File: config.mk
export PLATFORM = sky130hd
export DESIGN_NAME = hcor_host_command_output_registers
export DESIGN_NICKNAME = d
export VERILOG_FILES = /design/src/hcor_host_command_output_registers.v
export VERILOG_INCLUDE_DIRS = /design/src /design/src/src
export SDC_FILE = /design/constraint.sdc
export NUM_CORES = 1
export LEC_CHECK = 0
export BUFFER_PORTS_ARGS = -buffer_cell sky130_fd_sc_hd__buf_2
export CAP_MARGIN = 15
export CELL_PAD_IN_SITES_DETAIL_PLACEMENT = 1
export CELL_PAD_IN_SITES_GLOBAL_PLACEMENT = 1
export CORE_MARGIN = 5
export CORE_UTILIZATION = 46
export DETAILED_ROUTE_END_ITERATION = 7
export GPL_TIMING_DRIVEN = 1
export HOLD_SLACK_MARGIN = 0.1
export PLACE_DENSITY_LB_ADDON = 0.1
export REMOVE_ABC_BUFFERS = 1
export SLEW_MARGIN = 10
export SYNTH_ARGS = -nofsm -noshare
export SYNTH_HDL_FRONTEND = slang
export SYNTH_SLANG_ARGS = --single-unit
File: constraint.sdc
create_clock -name clk_sys -period 7.5 [get_ports clk_sys]
set_input_delay 0.375 -clock clk_sys [delete_from_list [all_inputs] [get_ports clk_sys]]
set_output_delay 0.375 -clock clk_sys [all_outputs]
set_load 0.05 [all_outputs]
File: src/hcor_defines.vh
// register offsets, field positions and timing counts for the host command registers
`ifndef HCOR_DEFINES_VH
`define HCOR_DEFINES_VH
`define HCOR_ADDR_W            8
`define HCOR_DATA_W            16
`define HCOR_OFF_STOP_CMD      8'h14
`define HCOR_OFF_MOTOR_RESET   8'h16
`define HCOR_OFF_AUX_CTRL      8'h3F
`define HCOR_OFF_UP_JAM        8'h6D
`define HCOR_OFF_FWD_W1        8'h8B
`define HCOR_OFF_FWD_W2        8'h8C
`define HCOR_OFF_DN_JAM        8'hBD
`define HCOR_OFF_REV_W1        8'hED
`define HCOR_OFF_REV_W2        8'hEE
`define HCOR_AUX_L_DIR_BIT     8
`define HCOR_AUX_R_DIR_BIT     9
`define HCOR_AUX_L_LVL_BIT     12
`define HCOR_AUX_R_LVL_BIT     13
`define HCOR_AUX_MASK          16'h3300
`define HCOR_STOP_NONE         16'h0000
`define HCOR_STOP_SET          16'h0001
`define HCOR_STOP_CLEAR        16'h0002
`define HCOR_RESET_HOLD_MS     500
`define HCOR_CLK_HZ            50000000
`define HCOR_RESET_HOLD_CYC    ((`HCOR_CLK_HZ / 1000) * `HCOR_RESET_HOLD_MS)
`endif

File: src/hcor_host_command_output_registers.v
// host command register bank of a conveyor zone controller
// How it works
// - reverse induct tracking words 1 and 2 are stored and presented separately.
// - motor reset register value 1 asserts the reset command, 0 withdraws it.
// - fatal motor faults latch until a recognised reset clears left and right.
// - bits 8 and 9 pick input or output for left and right auxiliary pins.
// - bits 12 and 13 set output levels, effective only while direction selects output.
// - other auxiliary bits are reserved, written zero by host, ignored here.
// - host pin control is ignored unless the pin usage is configured none.
// - stop word 0 nothing, 1 enters stopped state, 2 clears it.
// - a zero-to-one write to upstream jam clear pulses one upstream clear cycle.
// - a zero-to-one write to downstream jam clear pulses one downstream clear cycle.
// - holding one never retries; each attempt needs a fresh rising change.
`default_nettype none
`include "hcor_defines.vh"
module hcor_host_command_output_registers #(
  parameter integer RESET_HOLD_CYC = `HCOR_RESET_HOLD_CYC
) (
  input  wire                      clk_sys,
  input  wire                      rst,
  input  wire                      wr_en,
  input  wire                      rd_en,
  input  wire [`HCOR_ADDR_W-1:0]   addr,
  input  wire [`HCOR_DATA_W-1:0]   wr_data,
  output reg  [`HCOR_DATA_W-1:0]   rd_data,
  output reg                       rd_valid,
  input  wire                      aux_left_usage_none,
  input  wire                      aux_right_usage_none,
  input  wire                      aux_left_in,
  input  wire                      aux_right_in,
  output reg                       aux_left_out,
  output reg                       aux_left_oe,
  output reg                       aux_right_out,
  output reg                       aux_right_oe,
  output reg  [`HCOR_DATA_W-1:0]   induct_fwd_word1,
  output reg  [`HCOR_DATA_W-1:0]   induct_fwd_word2,
  output reg  [`HCOR_DATA_W-1:0]   induct_rev_word1,
  output reg  [`HCOR_DATA_W-1:0]   induct_rev_word2,
  input  wire                      fault_left_set,
  input  wire                      fault_right_set,
  output reg                       fault_left,
  output reg                       fault_right,
  output reg                       motor_reset_pulse,
  output reg                       stop_group_stopped,
  output reg                       upstream_jam_clear_pulse,
  output reg                       downstream_jam_clear_pulse
);
  reg  [`HCOR_DATA_W-1:0] stop_group_command;
  reg  [`HCOR_DATA_W-1:0] motor_fault_reset;
  reg  [`HCOR_DATA_W-1:0] aux_pin_output_control;
  reg  [`HCOR_DATA_W-1:0] upstream_jam_clear;
  reg  [`HCOR_DATA_W-1:0] downstream_jam_clear;
  reg  [31:0]             hold_cnt;
  reg                     hold_done;
  reg  [1:0]              aux_l_sync;
  reg  [1:0]              aux_r_sync;
  reg  [`HCOR_DATA_W-1:0] next_rd_data;

  function is_rise;
    input [`HCOR_DATA_W-1:0] prev_val;
    input [`HCOR_DATA_W-1:0] new_val;
    begin
      is_rise = (prev_val == 16'h0000) && (new_val != 16'h0000);
    end
  endfunction

  wire wr_stop = wr_en && (addr == `HCOR_OFF_STOP_CMD);
  wire wr_up   = wr_en && (addr == `HCOR_OFF_UP_JAM);
  wire wr_dn   = wr_en && (addr == `HCOR_OFF_DN_JAM);
  wire reset_held = motor_fault_reset[0];

  // register writes; reserved aux bits are dropped on the way in
  always @(posedge clk_sys or posedge rst) begin
    if (rst) begin
      stop_group_command     <= 16'h0000;
      motor_fault_reset      <= 16'h0000;
      aux_pin_output_control <= 16'h0000;
      upstream_jam_clear     <= 16'h0000;
      downstream_jam_clear   <= 16'h0000;
      induct_fwd_word1       <= 16'h0000;
      induct_fwd_word2       <= 16'h0000;
      induct_rev_word1       <= 16'h0000;
      induct_rev_word2       <= 16'h0000;
    end else if (wr_en) begin
      case (addr)
        `HCOR_OFF_STOP_CMD:    stop_group_command <= wr_data;
        `HCOR_OFF_MOTOR_RESET: motor_fault_reset <= wr_data;
        `HCOR_OFF_AUX_CTRL:    aux_pin_output_control <= wr_data & `HCOR_AUX_MASK;
        `HCOR_OFF_UP_JAM:      upstream_jam_clear <= wr_data;
        `HCOR_OFF_DN_JAM:      downstream_jam_clear <= wr_data;
        `HCOR_OFF_FWD_W1:      induct_fwd_word1 <= wr_data;
        `HCOR_OFF_FWD_W2:      induct_fwd_word2 <= wr_data;
        `HCOR_OFF_REV_W1:      induct_rev_word1 <= wr_data;
        `HCOR_OFF_REV_W2:      induct_rev_word2 <= wr_data;
        default: begin
        end
      endcase
    end
  end

  // one pulse per rising write; a held one never retriggers
  always @(posedge clk_sys or posedge rst) begin
    if (rst) begin
      upstream_jam_clear_pulse   <= 1'b0;
      downstream_jam_clear_pulse <= 1'b0;
    end else begin
      upstream_jam_clear_pulse   <= wr_up && is_rise(upstream_jam_clear, wr_data);
      downstream_jam_clear_pulse <= wr_dn && is_rise(downstream_jam_clear, wr_data);
    end
  end

  // reset recognised only after an unbroken hold; one pulse per hold
  always @(posedge clk_sys or posedge rst) begin
    if (rst) begin
      hold_cnt          <= 32'h00000000;
      hold_done         <= 1'b0;
      motor_reset_pulse <= 1'b0;
    end else begin
      motor_reset_pulse <= 1'b0;
      if (!reset_held) begin
        hold_cnt  <= 32'h00000000;
        hold_done <= 1'b0;
      end else if (!hold_done) begin
        if (hold_cnt >= RESET_HOLD_CYC - 1) begin
          hold_done         <= 1'b1;
          motor_reset_pulse <= 1'b1;
        end else begin
          hold_cnt <= hold_cnt + 32'h00000001;
        end
      end
    end
  end

  // a new fault in the clearing cycle wins over the clear
  always @(posedge clk_sys or posedge rst) begin
    if (rst) begin
      fault_left  <= 1'b0;
      fault_right <= 1'b0;
    end else begin
      if (fault_left_set)
        fault_left <= 1'b1;
      else if (motor_reset_pulse)
        fault_left <= 1'b0;
      if (fault_right_set)
        fault_right <= 1'b1;
      else if (motor_reset_pulse)
        fault_right <= 1'b0;
    end
  end

  // stop group; other codes leave the state alone
  always @(posedge clk_sys or posedge rst) begin
    if (rst) begin
      stop_group_stopped <= 1'b0;
    end else if (wr_stop) begin
      if (wr_data == `HCOR_STOP_SET)
        stop_group_stopped <= 1'b1;
      else if (wr_data == `HCOR_STOP_CLEAR)
        stop_group_stopped <= 1'b0;
    end
  end

  // aux pins; usage straps are static configuration, pin inputs synchronised
  always @(posedge clk_sys or posedge rst) begin
    if (rst) begin
      aux_left_out  <= 1'b0;
      aux_left_oe   <= 1'b0;
      aux_right_out <= 1'b0;
      aux_right_oe  <= 1'b0;
      aux_l_sync    <= 2'b00;
      aux_r_sync    <= 2'b00;
    end else begin
      aux_l_sync    <= {aux_l_sync[0], aux_left_in};
      aux_r_sync    <= {aux_r_sync[0], aux_right_in};
      aux_left_oe   <= aux_left_usage_none &&
                       aux_pin_output_control[`HCOR_AUX_L_DIR_BIT];
      aux_right_oe  <= aux_right_usage_none &&
                       aux_pin_output_control[`HCOR_AUX_R_DIR_BIT];
      aux_left_out  <= aux_left_usage_none &&
                       aux_pin_output_control[`HCOR_AUX_L_DIR_BIT] &&
                       aux_pin_output_control[`HCOR_AUX_L_LVL_BIT];
      aux_right_out <= aux_right_usage_none &&
                       aux_pin_output_control[`HCOR_AUX_R_DIR_BIT] &&
                       aux_pin_output_control[`HCOR_AUX_R_LVL_BIT];
    end
  end

  // readback; aux reads show input levels in the low bits
  always @* begin
    next_rd_data = 16'h0000;
    case (addr)
      `HCOR_OFF_STOP_CMD:    next_rd_data = stop_group_command;
      `HCOR_OFF_MOTOR_RESET: next_rd_data = motor_fault_reset;
      `HCOR_OFF_AUX_CTRL:    next_rd_data = aux_pin_output_control |
                                            {14'h0000, aux_r_sync[1], aux_l_sync[1]};
      `HCOR_OFF_UP_JAM:      next_rd_data = upstream_jam_clear;
      `HCOR_OFF_DN_JAM:      next_rd_data = downstream_jam_clear;
      `HCOR_OFF_FWD_W1:      next_rd_data = induct_fwd_word1;
      `HCOR_OFF_FWD_W2:      next_rd_data = induct_fwd_word2;
      `HCOR_OFF_REV_W1:      next_rd_data = induct_rev_word1;
      `HCOR_OFF_REV_W2:      next_rd_data = induct_rev_word2;
      default:               next_rd_data = 16'h0000;
    endcase
  end

  always @(posedge clk_sys or posedge rst) begin
    if (rst) begin
      rd_data  <= 16'h0000;
      rd_valid <= 1'b0;
    end else begin
      rd_valid <= rd_en;
      if (rd_en)
        rd_data <= next_rd_data;
    end
  end
endmodule // hcor_host_command_output_registers
`default_nettype wire
==> results.cfg <==
[clock_network]
numClockSinks = 196
clockBufferDepth = 2
cts_made_buffers = 17
post-cts-setup-buffers = 0
cts_tree = done
clkTransAtPathRegs_ps = 70
cts_resized = 0
cts-root-buf = clkbuf_16
clk_latency_ps = 440
htree_levels = 4

[routing]
drtIter0Drc = 389
routed_wl_mm = 28.0
dr_total_vias = 6883
ant_nets = 0
via_per_inst = 6.04
drc = 0
wire_per_inst_um = 24.6
first_pass_iters = 5

[logic_synthesis]
synth-main-ff-cell = dfrtp_1
synth.avg_cell_area_um2 = 11.9
ys_seq_area_frac = 0.544
synth.top_cell.area_share = 0.544
synthTopCellsByArea = dfrtp_1, mux2_2, mux2_1
synthArstFlopShare = 1.00
synthCells = 755
netlist_area_mm2 = 0.00901
yosys_warnings = 0
yosysTopAreaCell = dfrtp_1
synth.distinct_cells = 62
synth_edf_count = 0
synth-seq-cells = 196

[sta]
setup_violations = 0
post-route-period-util = 0.379
rsz0062_at_grt = false
fmax_ghz = 0.352
slew_violations = 0
fin_crit_ps = 2840
tightest_slew_ps = 1140
hold_viol = 0
finalSetupTns_ps = 0
clock_skew_ps = 9.91
slew_headroom = 0.239

[finish]
mostFrequentLayoutCell = dfrtp_1
final_cell_area_mm2 = 0.0104
drive_above_1_share = 0.309
final_util = 0.538
num_antenna_cells = 0
final_cell_mix = dfrtp_1, buf_2, mux2_2
syn2layout_area_growth_pct = 15.7
nets = 897

[global_routing]
grt_max_degree = 120
antenna_found_initial = 0
grt_pass1_wl_mm = 43.6
grt_pass1_vias = 7600
gr-total-overflow = 0
grt_use_total = 0.255

[die]
die_w_um = 150
placementRows = 51
die-area_mm2 = 0.0225
core_area_mm2 = 0.0194
fp.dieH_um = 150
initial_utilization = 0.465
io_pins = 125

[placement]
postPlaceCellArea_mm2 = 0.00982
port_buffers = 124
dp_hpwl_mm = 19.0
place.gp.congestion = 0.832

[setup_path]
criticalPathCategory = in -> reg
crit_path_start_kind = primary input
cp-end-kind = flip-flop
cp.arrival_ps = 3150
path_max_fanout = 23
crit_required_ps = 7810

[run]
maxCapViolCount = 0

[pwr]
cellPowerDensity_mw_per_mm2 = 219
ir_worst_vdd_mv = 0.146
power.leakage_uw = 0.00498
power_uw = 2280

[hold_path]
hold_class = in -> async

[status]
status = completed
-- layout make-up --
class / count / area, um^2
clock buffers: 20 / 447
clock inverters: 11 / 128
fillers: 2087 / 8970
inverters: 8 / 37.5
multi-input cells: 503 / 3860
flip-flops and latches: 196 / 4900
well taps: 265 / 332
repair buffers: 136 / 721
-- state kept, by name (all words and copies together), names as in the netlist, 2 cells and up --
| signal | cells |
|---|---|
| stop_group_command | 16 |
| induct_rev_word1 | 16 |
| induct_fwd_word1 | 16 |
| motor_fault_reset | 16 |
| hold_cnt | 32 |
| rd_data | 16 |
| aux_pin_output_control | 4 |
| aux_l_sync | 2 |
| aux_r_sync | 2 |
| upstream_jam_clear | 16 |
| induct_fwd_word2 | 16 |
| downstream_jam_clear | 16 |
| induct_rev_word2 | 16 |
-- path summary, 6_finish.rpt --
check                                    start               endpoint  slack, ps  cells after the start
min reg2reg                      aux_r_sync[0]          aux_r_sync[1]        360                      0
max in group asynchronous                  rst  upstream_jam_clear[3]       5780                      3
min                                        rst               rd_valid         90                      2
max reg2reg                       hold_cnt[28]           hold_cnt[23]       4790                      5
max                                    addr[7]    induct_fwd_word2[2]       4660                      6
min in group clk_sys       aux_left_usage_none            aux_left_oe        170                      2
-- synth_stat cells, types with 4 or more instances --
library cell	count
dfrtp_1	196
mux2_2	96
mux2_1	40
nand2_1	40
nor2_1	37
a21oi_1	25
clkbuf_1	25
o21ai_0	24
a22oi_1	22
nand3_1	21
a221oi_1	16
and3_1	15
buf_2	14
nor4_1	14
mux2i_1	12
nand4_1	10
o31ai_1	10
or3_1	10
or4_1	10
a211oi_1	8
a31oi_1	8
nor3_1	8
a22o_1	7
and2_1	7
inv_1	7
nor2b_1	5
o21ai_1	5
buf_1	4
nand2b_1	4
-- metal layers --
metal | share of wire | vias up | global-route usage
met1 | 0.42 | 3608 | 0.317
met3 | 0.039 | 52 | 0.0521
met4 | 0.029 | 0 | 0.0924
met2 | 0.52 | 174 | 0.439
met5 | 0 | - | 0
li1 | - | 3049 | -
-- critical path: stages --
cell    delay, ps
buf_2         450
or4b_4        580
nor3_2        180
buf_4         260
and2_1        870
mux2_1        410
-- per-stage QoR --
step | setup slack, ps | instances | hold slack [ps]
finish | 4660 | 1139 | 93.3
global route | 4610 | 1139 | 162
CTS | 4740 | 1139 | 141
detailed placement | 4310 | 1104 | 349
global placement | 4340 | 1104 | 337
floorplan | 1780 | 707 | 331
-- cells by family (layout without fill, tap and decap cells) --
family                     Yosys count  in the layout  synth area share
AOI/OAI and AO/OA                  146            146             0.112
adders and majority gates            1              1           0.00139
DFF                                196            196             0.544
buffers and inverters               56            175            0.0275
and+or+nand+nor                    208            208             0.131
muxes                              148            148             0.183
-- report_power, final --
part	switching, uW	internal, uW
combinational	172	63.4
clock	415	501
sequential	34.9	1100
-- repair_timing --
item / CTS / global route
setup endpoints to repair: 0 / 0
hold buffers: 4 / 0
hold endpoints to repair: 4 / 0
Note: power is estimated with default switching activity, not from simulation.
